`config.mk`:
```
export PLATFORM = sky130hd
export DESIGN_NAME = scir_regs
export DESIGN_NICKNAME = d
export VERILOG_FILES = /design/src/core/scir_pkg.sv /design/src/core/scir_spi_shift.sv /design/src/core/scir_regs.sv
export SDC_FILE = /design/constraint.sdc
export NUM_CORES = 1
export LEC_CHECK = 0
export BUFFER_PORTS_ARGS = -buffer_cell sky130_fd_sc_hd__buf_2
export CAP_MARGIN = 10
export CORE_MARGIN = 4
export CORE_UTILIZATION = 60
export CTS_CLUSTER_DIAMETER = 120
export DETAILED_ROUTE_END_ITERATION = 7
export GPL_ROUTABILITY_DRIVEN = 0
export PLACE_DENSITY_LB_ADDON = 0.12
export SLEW_MARGIN = 30
export SYNTH_ARGS = -nofsm -noshare
export SYNTH_HDL_FRONTEND = slang
export SYNTH_SLANG_ARGS = --single-unit
```
`constraint.sdc`:
```
create_clock -name clk -period 4.1 [get_ports clk]
set_clock_uncertainty 0.15 [all_clocks]
set_input_delay 0.82 -clock clk [delete_from_list [all_inputs] [get_ports clk]]
set_output_delay 0.82 -clock clk [all_outputs]
set_load 0.1 [all_outputs]
```
`src/core/scir_pkg.sv`:
```
package scir_pkg;
  // register byte addresses on the serial control port
  localparam logic [14:0] ADDR_IFCFG   = 15'h0000;
  localparam logic [14:0] ADDR_OPMODE  = 15'h0002;
  localparam logic [14:0] ADDR_DEVCLS  = 15'h0003;
  localparam logic [14:0] ADDR_DEVID_H = 15'h0004;
  localparam logic [14:0] ADDR_DEVID_L = 15'h0005;
  localparam logic [14:0] ADDR_STEPCFG = 15'h0010;
  // interface_config fields
  localparam int          BIT_FULL_RESET = 7;
  localparam int          BIT_ASCEND     = 5;
  localparam int          BIT_SDO_FLAG   = 4;
  localparam logic [7:0]  IFCFG_RESET    = 8'h30;
  localparam logic [7:0]  IFCFG_RO_MASK  = 8'h10;
  localparam logic [7:0]  OPMODE_RESET   = 8'h00;
  localparam logic [7:0]  DEVCLS_RESET   = 8'h00;
  localparam logic [7:0]  STEPCFG_RESET  = 8'h00;
  localparam int          BIT_ADDR_FREEZE = 0;
  // operating modes
  localparam logic [1:0]  MODE_NORMAL    = 2'h0;
  localparam logic [1:0]  MODE_SHUTDOWN  = 2'h3;
  // reset settle time
  localparam int          CLK_PERIOD_NS  = 10;
  localparam int          RESET_TIME_NS  = 750;
  localparam int          RESET_CYCLES   = RESET_TIME_NS / CLK_PERIOD_NS;
  // serial frame: r/w bit, 15 address bits, then data bytes
  localparam int          HDR_BITS       = 16;

  typedef struct packed {
    logic        wrEn;
    logic [14:0] addr;
    logic [7:0]  wdata;
  } scir_acc_s;
endpackage

```
`src/core/scir_spi_shift.sv`:
```
`timescale 1ns/1ns
`default_nettype none
// spi mode 0 slave front end, oversampled on clk; address steps per byte
module scir_spi_shift (
  input  wire logic             clk,
  input  wire logic             rst_b,
  input  wire logic             sclkSync,
  input  wire logic             csSync_b,
  input  wire logic             sdiSync,
  input  wire logic             stepUp,
  input  wire logic             stepHold,
  input  wire logic [7:0]       rdata,
  output var  scir_pkg::scir_acc_s acc,
  output logic                  accStb,
  output logic                  sdoOut
);
  logic        sclkDly_reg, sclkDly_next;
  logic [4:0]  bitCnt_reg, bitCnt_next;
  logic        hdrDone_reg, hdrDone_next;
  logic        rdMode_reg, rdMode_next;
  logic [14:0] addr_reg, addr_next;
  logic [7:0]  shift_reg, shift_next;
  logic [7:0]  out_reg, out_next;
  logic        stb_reg, stb_next;
  logic [7:0]  wbyte_reg, wbyte_next;
  logic        step_reg, step_next;
  logic        rise;
  logic        fall;

  assign rise = sclkSync & ~sclkDly_reg;
  assign fall = ~sclkSync & sclkDly_reg;

  // frame decode; a byte completes on the eighth rising edge
  always_comb begin
    sclkDly_next = sclkSync;
    bitCnt_next  = bitCnt_reg;
    hdrDone_next = hdrDone_reg;
    rdMode_next  = rdMode_reg;
    addr_next    = addr_reg;
    shift_next   = shift_reg;
    out_next     = out_reg;
    stb_next     = 1'b0;
    wbyte_next   = wbyte_reg;
    step_next    = 1'b0;
    if (csSync_b) begin
      bitCnt_next  = 5'h00;
      hdrDone_next = 1'b0;
    end else if (rise) begin
      shift_next  = {shift_reg[6:0], sdiSync};
      bitCnt_next = bitCnt_reg + 5'h01;
      if (!hdrDone_reg) begin
        if (bitCnt_reg == 5'h00) begin
          rdMode_next = sdiSync;
        end else begin
          addr_next = {addr_reg[13:0], sdiSync};
        end
        if (bitCnt_reg == 5'(scir_pkg::HDR_BITS - 1)) begin
          hdrDone_next = 1'b1;
          bitCnt_next  = 5'h00;
          out_next     = rdata; // byte at the incomplete address; the next fall loads the first read byte
        end
      end else if (bitCnt_reg == 5'h07) begin
        bitCnt_next = 5'h00;
        wbyte_next  = {shift_reg[6:0], sdiSync};
        stb_next    = ~rdMode_reg;
        step_next   = 1'b1; // address moves one cycle after the strobe
      end
    end else if (fall && hdrDone_reg) begin
      if (bitCnt_reg == 5'h00) begin
        out_next = rdata;
      end else begin
        out_next = {out_reg[6:0], 1'b0};
      end
    end
    // step only after the strobe has used the current address
    if (step_reg && !stepHold) begin
      addr_next = stepUp ? addr_reg + 15'h0001 : addr_reg - 15'h0001;
    end
  end

  always_ff @(posedge clk or negedge rst_b) begin
    if (!rst_b) begin
      sclkDly_reg <= 1'b0;
      bitCnt_reg  <= 5'h00;
      hdrDone_reg <= 1'b0;
      rdMode_reg  <= 1'b0;
      addr_reg    <= 15'h0000;
      shift_reg   <= 8'h00;
      out_reg     <= 8'h00;
      stb_reg     <= 1'b0;
      wbyte_reg   <= 8'h00;
      step_reg    <= 1'b0;
    end else begin
      sclkDly_reg <= sclkDly_next;
      bitCnt_reg  <= bitCnt_next;
      hdrDone_reg <= hdrDone_next;
      rdMode_reg  <= rdMode_next;
      addr_reg    <= addr_next;
      shift_reg   <= shift_next;
      out_reg     <= out_next;
      stb_reg     <= stb_next;
      wbyte_reg   <= wbyte_next;
      step_reg    <= step_next;
    end
  end

  // write strobe carries the address that was just used
  assign accStb    = stb_reg;
  assign acc.wrEn  = stb_reg;
  assign acc.addr  = addr_reg;
  assign acc.wdata = wbyte_reg;
  assign sdoOut    = out_reg[7];
endmodule
`default_nettype wire

```
`src/core/scir_regs.sv`:
```
`timescale 1ns/1ns
`default_nettype none
// Behaviour
// - writing one to config bit 7 resets chip and all serial registers
// - full-reset bit clears itself; reads always return zero
// - internal reset completes within 750 ns, then serial accesses resume
// - streaming address steps down when bit 5 is zero, up when one
// - bit 4 reads one; read data only on the dedicated serial output
// - mode field: 0 normal, 3 shutdown, 1 and 2 reserved
// - device-class low nibble is a fixed read-only code
// - 16-bit read-only identifier at address 4
// - interface configuration reads 0x30 after reset
// - address-freeze bit holds streaming address constant, else direction bit rules
module scir_regs #(
  parameter logic [3:0]  DEV_CLASS = 4'hA,    // arbitrary value
  parameter logic [15:0] DEV_ID    = 16'h5A5A // arbitrary value
) (
  input  wire logic clk,
  input  wire logic rst_b,
  input  wire logic spiSclk,
  input  wire logic spiCs_b,
  input  wire logic spiSdi,
  output logic      spiSdo,
  output logic      shutdown,
  output logic      resetBusy
);
  localparam logic [9:0] RST_CNT = 10'(scir_pkg::RESET_CYCLES);

  logic [1:0] sclkSy_reg, csSy_reg, sdiSy_reg;
  logic       softRst_b;
  logic [7:0] ifcfg_reg, ifcfg_next;
  logic [7:0] opmode_reg, opmode_next;
  logic [3:0] devclsRsv_reg, devclsRsv_next;
  logic [7:0] stepcfg_reg, stepcfg_next;
  logic [9:0] rstCnt_reg, rstCnt_next;
  logic       shutdown_reg, shutdown_next;
  logic       busy_reg, busy_next;
  logic       fire;
  logic [7:0] rdata;
  logic       accStb;
  logic       sdoRaw;
  logic       sdo_reg;
  scir_pkg::scir_acc_s acc;

  // read mux; full-reset bit and unmapped addresses read zero
  function automatic logic [7:0] readByte(input logic [14:0] a, input logic [7:0] cfg,
                                          input logic [7:0] om, input logic [3:0] rsv,
                                          input logic [7:0] sc);
    unique case (a)
      scir_pkg::ADDR_IFCFG:   readByte = {1'b0, cfg[6:0]} | scir_pkg::IFCFG_RO_MASK;
      scir_pkg::ADDR_OPMODE:  readByte = om;
      scir_pkg::ADDR_DEVCLS:  readByte = {rsv, DEV_CLASS};
      scir_pkg::ADDR_DEVID_H: readByte = DEV_ID[15:8];
      scir_pkg::ADDR_DEVID_L: readByte = DEV_ID[7:0];
      scir_pkg::ADDR_STEPCFG: readByte = sc;
      default:                readByte = 8'h00;
    endcase
  endfunction

  // pins from the host pass two flops; the link is slow against clk
  always_ff @(posedge clk or negedge rst_b) begin
    if (!rst_b) begin
      sclkSy_reg <= 2'h0;
      csSy_reg   <= 2'h3;
      sdiSy_reg  <= 2'h0;
    end else begin
      sclkSy_reg <= {sclkSy_reg[0], spiSclk};
      csSy_reg   <= {csSy_reg[0], spiCs_b};
      sdiSy_reg  <= {sdiSy_reg[0], spiSdi};
    end
  end

  assign rdata = readByte(acc.addr, ifcfg_reg, opmode_reg, devclsRsv_reg, stepcfg_reg);
  assign fire  = accStb && acc.addr == scir_pkg::ADDR_IFCFG && acc.wdata[scir_pkg::BIT_FULL_RESET];

  // serial engine is held in reset while the full reset runs
  assign softRst_b = rst_b & ~busy_reg;

  scir_spi_shift u_shift (
    .clk      (clk),
    .rst_b    (softRst_b),
    .sclkSync (sclkSy_reg[1]),
    .csSync_b (csSy_reg[1]),
    .sdiSync  (sdiSy_reg[1]),
    .stepUp   (ifcfg_reg[scir_pkg::BIT_ASCEND]),
    .stepHold (stepcfg_reg[scir_pkg::BIT_ADDR_FREEZE]),
    .rdata    (rdata),
    .acc      (acc),
    .accStb   (accStb),
    .sdoOut   (sdoRaw)
  );

  // register writes and full-reset sequencing
  always_comb begin
    ifcfg_next     = ifcfg_reg;
    opmode_next    = opmode_reg;
    devclsRsv_next = devclsRsv_reg;
    stepcfg_next   = stepcfg_reg;
    rstCnt_next    = rstCnt_reg;
    busy_next      = busy_reg;
    if (busy_reg) begin
      // everything returns to reset values while busy
      ifcfg_next     = scir_pkg::IFCFG_RESET;
      opmode_next    = scir_pkg::OPMODE_RESET;
      devclsRsv_next = scir_pkg::DEVCLS_RESET[7:4];
      stepcfg_next   = scir_pkg::STEPCFG_RESET;
      rstCnt_next    = rstCnt_reg - 10'h001;
      if (rstCnt_reg == 10'h001) begin
        busy_next = 1'b0;
      end
    end else if (fire) begin
      busy_next   = 1'b1;
      rstCnt_next = RST_CNT;
    end else if (accStb) begin
      unique case (acc.addr)
        scir_pkg::ADDR_IFCFG: ifcfg_next = {1'b0, acc.wdata[6:5], 1'b1, acc.wdata[3:0]};
        scir_pkg::ADDR_OPMODE: opmode_next = acc.wdata;
        scir_pkg::ADDR_DEVCLS: devclsRsv_next = acc.wdata[7:4];
        scir_pkg::ADDR_STEPCFG: stepcfg_next = acc.wdata;
        default: ;
      endcase
    end
  end

  // shutdown only on code 3; reserved codes keep normal operation
  always_comb begin
    shutdown_next = opmode_reg[1:0] == scir_pkg::MODE_SHUTDOWN;
  end

  always_ff @(posedge clk or negedge rst_b) begin
    if (!rst_b) begin
      ifcfg_reg     <= scir_pkg::IFCFG_RESET;
      opmode_reg    <= scir_pkg::OPMODE_RESET;
      devclsRsv_reg <= scir_pkg::DEVCLS_RESET[7:4];
      stepcfg_reg   <= scir_pkg::STEPCFG_RESET;
      rstCnt_reg    <= 10'h000;
      busy_reg      <= 1'b0;
      shutdown_reg  <= 1'b0;
      sdo_reg       <= 1'b0;
    end else begin
      ifcfg_reg     <= ifcfg_next;
      opmode_reg    <= opmode_next;
      devclsRsv_reg <= devclsRsv_next;
      stepcfg_reg   <= stepcfg_next;
      rstCnt_reg    <= rstCnt_next;
      busy_reg      <= busy_next;
      shutdown_reg  <= shutdown_next;
      sdo_reg       <= sdoRaw;
    end
  end

  assign spiSdo    = sdo_reg;
  assign shutdown  = shutdown_reg;
  assign resetBusy = busy_reg;
endmodule
`default_nettype wire

```
==> flow_summary.toml, run 1 <==
[timing]
period_share = 0.708
timing.hold.ws_ns = 0.212
rsz0062_at_grt = "false"
period_needed_ns = 2.90
hold_viol = 0
worstMarginPinSlew_ns = 0.893
finalWorstSetupSlack_ns = 1.20
setup_viol = 0
fin_setup_tns_ns = 0
slew_viol_final = 0
max_freq_ghz = 0.344
max_slew_margin = 0.405

[global_route]
grt_max_degree = 46
grt_pass1_wl_mm = 17.9
gr-total-overflow = 0
grt_usage = 0.226
antenna_found_initial = 0
grt_pass1_vias = 3676

[critical_path]
path_delay_family = "compound AO/OA/AOI/OAI gates"
arrival_ns = 3.01
reg2reg_from = "ifcfg_reg[5]"
path_cells = "inv_1, ha_1, a21o_1, a221oi_1, a31oi_1, xnor2_1, o21ai_0"
crit_path_end = "u_shift.addr_reg[9]"
r2r_setup_slack_ns = 1.20
critPathBufInv = 1
startpoint_type = "flip-flop"
critical_path_required_ns = 4.21
rr_endpoint = "u_shift.addr_reg[9]"
critical_path_class = "reg -> reg"
crit_slowest_cell = "dfstp_2"
crit_fanout = 15
worstSetupStartpoint = "ifcfg_reg[5]"
r2r_cells = 7
cp_num_cells = 7
end_kind = "flip-flop"
cp_slowest_stage_delay_ns = 0.57

[drt]
drcViolationCount = 0
drt_iter0_markers = 172
viasPerCell = 6.04
wl_per_cell_um = 16.9
ant_nets = 0
first_pass_iters = 5
vias = 3736
wirelength_mm = 10.4

[clock_network]
cts_root_buffer = "clkbuf_8"
worstSkewPairLatency_ns = 0.36
clock-sinks = 93
numCtsBuffers = 9
cts_tree = "done"
cts_resized = 0
clk_pin_slew_worst_paths_ns = 0.10
htree_levels = 3
postCtsSetupRepairBufs = 0
ctsHoldBuffers = 0
cts_buffer_depth = 2

[pwr]
peakVddDrop_mv = 0.373
p_leak_nw = 2.69
combinationalPowerShare = 0.152
seq_power_share = 0.523
switching_share = 0.302
total_power_mw = 1.89
clock_power_share = 0.325
switching_power_uw = 570
power.internal_mw = 1.32
power_density_nw_per_um2 = 351

[final_layout]
syn_to_final_growth_pct = 6.74
largest_register_ff_count = 15
num_antenna_cells = 0
finalInstanceArea_um2 = 5370
layout.nets = 534
fill_cells = 662
final_cell_mix = "dfrtp_1 (89), nand2_1 (52), nor2_1 (49), o21ai_0 (41), mux2i_1 (39)"
layout_commonest_cell = "dfrtp_1"
drive_above_1_share = 0.117

[run_status]
status = "finished, final reports clean"

[placement]
dp_hpwl_mm = 7.25
placed_area_um2 = 5140
port_buffers = 7
dpl_worst_slack_ns = 1.26

[logic_synthesis]
netlist_area_um2 = 5030
syn_nets = 532
synth_warnings = 0
synth_edf_count = 0
syn_inst = 507
synth_cell_types = 60
ys_top_cells_by_area = "dfrtp_1 (45%), mux2i_1 (7.8%), ha_1 (4.7%), o21ai_0 (4.1%), mux2_2 (4.0%)"
synth_seq_cells = 93
synth_top_area_frac = 0.448
synth_area_leader_cell = "dfrtp_1"
syn_avg_cell_area_um2 = 9.92
ys.flop_type = "dfrtp_1"
async_flop_share = 1.00
seq_area_frac_synth = 0.464

[floorplan]
num_rows = 33
start_util = 0.615
die_w_um = 99.5
io-pin-count = 8
dieArea_um2 = 9910
core_area_um2 = 8180
die_h_um = 99.5

[run]
drv_cap = 0

[hold_path]
hp-class = "reg -> reg"
hp-start = "sclkSy_reg[0]"
[per-layer routing]
| metal | global-route usage | share of wire | vias up |
|---|---|---|---|
| li1 | - | - | 1825 |
| met1 | 0.311 | 0.46 | 1817 |
| met2 | 0.368 | 0.48 | 78 |
| met3 | 0.0344 | 0.040 | 16 |
| met4 | 0.0798 | 0.016 | 0 |
| met5 | 0 | 0 | - |
[stage by stage]
step                      std cells   util
after floorplan                 507      -
after global placement          602  0.628
after detailed placement        602  0.628
after global routing            619  0.657
final                           619  0.657
after CTS                       618  0.653
[worst min path at each step]
stage / to / depth (start not counted)
floorplan: sclkSy_reg[1] / 0
detailed placement: sclkSy_reg[1] / 0
CTS: sclkSy_reg[1] / 0
global placement: sclkSy_reg[1] / 0
finish: sclkSy_reg[1] / 0
global route: csSy_reg[1] / 0
[power by group through the flow]
stage	registers [mW]	clock network (mW)	logic, mW
after floorplan	0.980	0	0.233
after global placement	1.00	0	0.274
after detailed placement	1.00	0	0.280
after CTS	0.986	0.628	0.283
after global routing	0.991	0.666	0.325
final	0.986	0.613	0.287
[synth_stat cells, drive strengths merged, types with 2 or more instances]
| cell type | number |
|---|---|
| nand4 | 6 |
| mux2i | 39 |
| or3 | 6 |
| o211ai | 3 |
| or2 | 2 |
| nor2 | 49 |
| and2 | 3 |
| a22oi | 5 |
| nand2b | 4 |
| o22ai | 4 |
| nor3 | 12 |
| a21o | 10 |
| buf | 4 |
| dfrtp | 90 |
| a221o | 2 |
| ha | 19 |
| o21a | 3 |
| inv | 18 |
| and3 | 4 |
| a211o | 2 |
| xor2 | 4 |
| mux2 | 19 |
| a221oi | 2 |
| nor3b | 3 |
| nand3 | 9 |
| o21bai | 2 |
| nor4 | 4 |
| a31oi | 5 |
| nand3b | 3 |
| dfstp | 3 |
| nor2b | 6 |
| nor4b | 2 |
| nand2 | 52 |
| clkbuf | 18 |
| xnor2 | 6 |
| o21ai | 42 |
| a21oi | 23 |
| a41oi | 2 |
| a211oi | 2 |
[area by class of cell]
class                           count  area, µm²  area share
Sequential cell                    93       2330       0.434
Multi-Input combinational cell    374       2530       0.472
Timing Repair Buffer               13        100      0.0186
Inverter                           18       67.6      0.0126
Clock inverter                      6       66.3      0.0124
Tap cell                          105        131      0.0245
Clock buffer                       10        138      0.0256
[cell families (layout without fill, tap and decap cells)]
logic type / Yosys count / after routing / synth area share
AND/OR/NAND/NOR: 169 / 169 / 0.166
multiplexers: 58 / 58 / 0.121
adder cells (fa/ha/maj): 20 / 20 / 0.0513
XOR/XNOR: 10 / 10 / 0.0174
buffers and inverters: 40 / 47 / 0.0343
flip-flops: 93 / 93 / 0.464
AO/OA/AOI/OAI: 117 / 117 / 0.146
No activity file was read; power rests on OpenSTA's default activity.
==> inputs of run 2 (changes only) <==
==> constraint.sdc (replaced) <==
create_clock -name clk -period 3 [get_ports clk]
set_clock_uncertainty 0.15 [all_clocks]
set_input_delay 0.6 -clock clk [delete_from_list [all_inputs] [get_ports clk]]
set_output_delay 0.6 -clock clk [all_outputs]
set_load 0.1 [all_outputs]
==> run 2 against run 1 <==
Against the previous run: core utilization grew 0.28 points; design area rose by 0.42%; first-iteration DRC count is 22% higher; sequential share of layout area down 0.20 points; worst hold slack got worse by 0.050 ns.
==> flow_summary.toml, run 2 (synthesized netlist as in run 1, its figures left out) <==
[critical_path]
crit_fanout = 9
r2r_cells = 7
critical_path_class = "reg -> reg"
arrival_ns = 2.83
startpoint_type = "flip-flop"
reg2reg_from = "ifcfg_reg[5]"
rr_endpoint = "u_shift.addr_reg[11]"
end_kind = "flip-flop"
r2r_setup_slack_ns = 0.32
critical_path_required_ns = 3.14

[pwr]
p_leak_nw = 2.72
clock_power_share = 0.327
switching_power_uw = 812
power.internal_mw = 1.78
combinationalPowerShare = 0.161
seq_power_share = 0.512
power_density_nw_per_um2 = 481
switching_share = 0.313
peakVddDrop_mv = 0.410

[clock_network]
clock-sinks = 93
htree_levels = 3
cts_root_buffer = "clkbuf_8"
ctsHoldBuffers = 0
numCtsBuffers = 9
clk_pin_slew_worst_paths_ns = 0.11
cts_tree = "done"
cts_buffer_depth = 2
postCtsSetupRepairBufs = 0
worstSkewPairLatency_ns = 0.37
cts_resized = 0

[final_layout]
finalInstanceArea_um2 = 5390
layout_commonest_cell = "dfrtp_1"
num_antenna_cells = 0
final_cell_mix = "dfrtp_1 (90), nand2_1 (52), nor2_1 (49), o21ai_0 (41), mux2i_1 (39)"
layout.nets = 540
drive_above_1_share = 0.125
fill_cells = 637
largest_register_ff_count = 15
syn_to_final_growth_pct = 7.19

[floorplan]
die_h_um = 99.5
dieArea_um2 = 9910
num_rows = 33
die_w_um = 99.5
core_area_um2 = 8180
start_util = 0.615
io-pin-count = 8

[run_status]
status = "finished, final reports clean"

[drt]
ant_nets = 0
wirelength_mm = 10.4
drcViolationCount = 0
wl_per_cell_um = 16.6
drt_iter0_markers = 209
viasPerCell = 6.03
vias = 3771
first_pass_iters = 5

[timing]
max_slew_margin = 0.576
max_freq_ghz = 0.373
fin_setup_tns_ns = 0
worstMarginPinSlew_ns = 0.636
rsz0062_at_grt = "false"
slew_viol_final = 0
period_needed_ns = 2.68
finalWorstSetupSlack_ns = 0.316
setup_viol = 0
period_share = 0.895
hold_viol = 0

[placement]
dp_hpwl_mm = 7.21
placed_area_um2 = 5190
dpl_worst_slack_ns = 0.367
port_buffers = 7

[global_route]
gr-total-overflow = 0
antenna_found_initial = 0
grt_usage = 0.228
grt_max_degree = 49
grt_pass1_wl_mm = 18.2
grt_pass1_vias = 3702

[hold_path]
hp-class = "in -> async"

[run]
drv_cap = 0
[run 2: worst max-delay path by stage]
stage	start	endpoint	slack, ns	cells after the start
6_report	ifcfg_reg[5]	u_shift.addr_reg[11]	0.32	7
2_1_floorplan	resetBusy	u_shift.accStb	0.04	3
4_1_cts	ifcfg_reg[5]	u_shift.addr_reg[11]	0.34	7
5_1_grt	ifcfg_reg[5]	u_shift.addr_reg[11]	0.16	7
3_3_place_gp	ifcfg_reg[5]	u_shift.addr_reg[11]	0.47	8
3_5_place_dp	ifcfg_reg[5]	u_shift.addr_reg[11]	0.37	7
[run 2: layout make-up]
cell class,count,area [µm²],share of cell area
clock buffers,9,124,0.0230
multi-input cells,374,2530,0.470
well taps,105,131,0.0244
clock inverters,7,78.8,0.0146
inverters,18,67.6,0.0125
flip-flops and latches,93,2330,0.432
repair buffers,19,125,0.0232
[run 2: power groups by stage]
| stage | registers [mW] | clock network [mW] | logic [mW] |
|---|---|---|---|
| 2_1_floorplan | 1.34 | 0 | 0.318 |
| 3_3_place_gp | 1.35 | 0 | 0.405 |
| 3_5_place_dp | 1.35 | 0 | 0.410 |
| 4_1_cts | 1.33 | 0.862 | 0.413 |
| 5_1_grt | 1.33 | 0.905 | 0.462 |
| 6_report | 1.33 | 0.849 | 0.417 |
[run 2: routing by layer]
metal,track usage,vias up,part of all wire
met3,0.0252,14,0.031
met5,0,-,0
met4,0.0683,0,0.012
met1,0.329,1841,0.49
met2,0.366,82,0.47
li1,-,1834,-
[run 2: critical path, cell delays in order, from the launching register on]
cell and delay, ns:
dfstp_2 0.57, inv_1 0.16, ha_1 0.38, a21o_1 0.18, a221oi_1 0.54, a21oi_1 0.22
a41o_1 0.28, o22ai_1 0.15
[run 2: through the flow]
stage,utilization,cells,hold WS (ns),total power [mW]
global placement,0.635,609,0.183,1.76
CTS,0.659,625,0.163,2.60
global route,0.659,625,0.163,2.70
finish,0.659,625,0.161,2.59
floorplan,-,507,0.154,1.66
detailed placement,0.635,609,0.189,1.76
==> inputs of run 3 (changes only) <==
--- a/config.mk
+++ b/config.mk
@@ -16,4 +16,5 @@
 export SLEW_MARGIN = 30
 export SYNTH_ARGS = -nofsm -noshare
 export SYNTH_HDL_FRONTEND = slang
+export SYNTH_HIERARCHICAL = 1
 export SYNTH_SLANG_ARGS = --single-unit
==> run 3 against run 2 <==
Against the previous run: first-iteration DRC count grew 2.4%; highest routed layer unchanged; critical endpoint is now u_shift/addr_reg[14]; count of clock-buffer cells in the layout is the same; critical path depth is the same; sequential share of layout area shrank 1.4 points; largest power group unchanged.
==> flow_summary.toml, run 3 <==
[final_layout]
finish.utilization = 0.668
syn_to_final_growth_pct = 6.38
final_cells = 636
num_antenna_cells = 0
fill_cells = 681
drive_above_1_share = 0.117
largest_register_ff_count = 15
layout_commonest_cell = "dfrtp_1"
finalInstanceArea_um2 = 5570
layout.nets = 552
final_cell_mix = "dfrtp_1 (90), nor2_1 (40), a21oi_1 (37), o21ai_0 (35), mux2i_1 (33)"

[clock_network]
ctsHoldBuffers = 0
cts_tree = "done"
clk_pin_slew_worst_paths_ns = 0.09
cts_buffer_depth = 2
numCtsBuffers = 9
clock-sinks = 93
htree_levels = 3
worstSkewPairLatency_ns = 0.36
postCtsSetupRepairBufs = 0
cts_root_buffer = "clkbuf_8"
cts_resized = 0

[timing]
setup_viol = 0
period_needed_ns = 2.83
worstMarginPinSlew_ns = 0.848
fin_setup_tns_ns = 0
hold_viol = 0
rsz0062_at_grt = "false"
slew_viol_final = 0
max_slew_margin = 0.427
finalWorstSetupSlack_ns = 0.167
timing.hold.ws_ns = 0.186
period_share = 0.944
max_freq_ghz = 0.353

[run_status]
status = "finished, final reports clean"

[pwr]
peakVddDrop_mv = 0.378
power_density_nw_per_um2 = 494
total_power_mw = 2.75
p_leak_nw = 2.65

[floorplan]
die_h_um = 101
start_util = 0.628
dieArea_um2 = 10300
core_area_um2 = 8340
num_rows = 33
io-pin-count = 8
die_w_um = 101

[placement]
dp_hpwl_mm = 8.07
dpl_worst_slack_ns = 0.244
port_buffers = 7
placed_cells = 621
placed_area_um2 = 5380

[logic_synthesis]
syn_inst = 523
netlist_area_um2 = 5240
synth_warnings = 6
syn_nets = 548
syn_avg_cell_area_um2 = 10.0

[drt]
viasPerCell = 6.35
first_pass_iters = 4
wl_per_cell_um = 17.7
wirelength_mm = 11.3
drcViolationCount = 0
ant_nets = 0
vias = 4037
drt_iter0_markers = 214

[hold_path]
hp-class = "in -> async"

[critical_path]
crit_path_end = "u_shift/addr_reg[14]"
end_kind = "flip-flop"
crit_fanout = 13
critical_path_class = "reg -> reg"
worstSetupStartpoint = "ifcfg_reg[5]"
r2r_cells = 7
critical_path_required_ns = 3.13
r2r_setup_slack_ns = 0.17
rr_endpoint = "u_shift/addr_reg[14]"
arrival_ns = 2.96
reg2reg_from = "ifcfg_reg[5]"
startpoint_type = "flip-flop"

[global_route]
grt_pass1_wl_mm = 19.3
grt_usage = 0.238
antenna_found_initial = 0
gr-total-overflow = 0
grt_pass1_vias = 3959
grt_max_degree = 46

[run]
drv_cap = 0
-- run 3: worst max-delay path, stage by stage, from the launching register on --
cell,delay (ns)
dfstp_2,0.59
inv_1,0.23
ha_1,0.45
a211oi_1,0.36
o21bai_1,0.16
o2111a_1,0.27
a311oi_1,0.31
mux2i_1,0.22
-- run 3: area by class of cell --
class,instances,area (µm²),share of cell area
sequential,93,2330,0.418
clock inverter,6,72.6,0.0130
clock buffer,9,124,0.0222
tap,105,131,0.0236
timing repair buffer,18,130,0.0233
multi-input combinational,384,2710,0.486
inverter,21,78.8,0.0141
-- run 3: layer usage --
metal,vias to the layer above,GRT usage,wire length [µm],share of wire
li1,1929,-,-,-
met1,1981,0.330,5190,0.46
met2,105,0.378,5280,0.47
met3,22,0.0303,495,0.044
met4,0,0.105,290,0.026
met5,-,0,0,0
-- run 3: where the power goes --
| group | switching, mW | internal (mW) | leakage [nW] |
|---|---|---|---|
| combinational | 0.289 | 0.224 | 1.30 |
| clock | 0.462 | 0.389 | 0.0899 |
| sequential | 0.0751 | 1.31 | 1.26 |
| total | 0.826 | 1.92 | 2.65 |
-- run 3: how the worst min path moves through the flow --
stage,endpoint
2_1_floorplan,devclsRsv_reg[0]
3_3_place_gp,sclkSy_reg[1]
3_5_place_dp,sdiSy_reg[1]
4_1_cts,csSy_reg[0]
5_1_grt,csSy_reg[0]
6_report,resetBusy
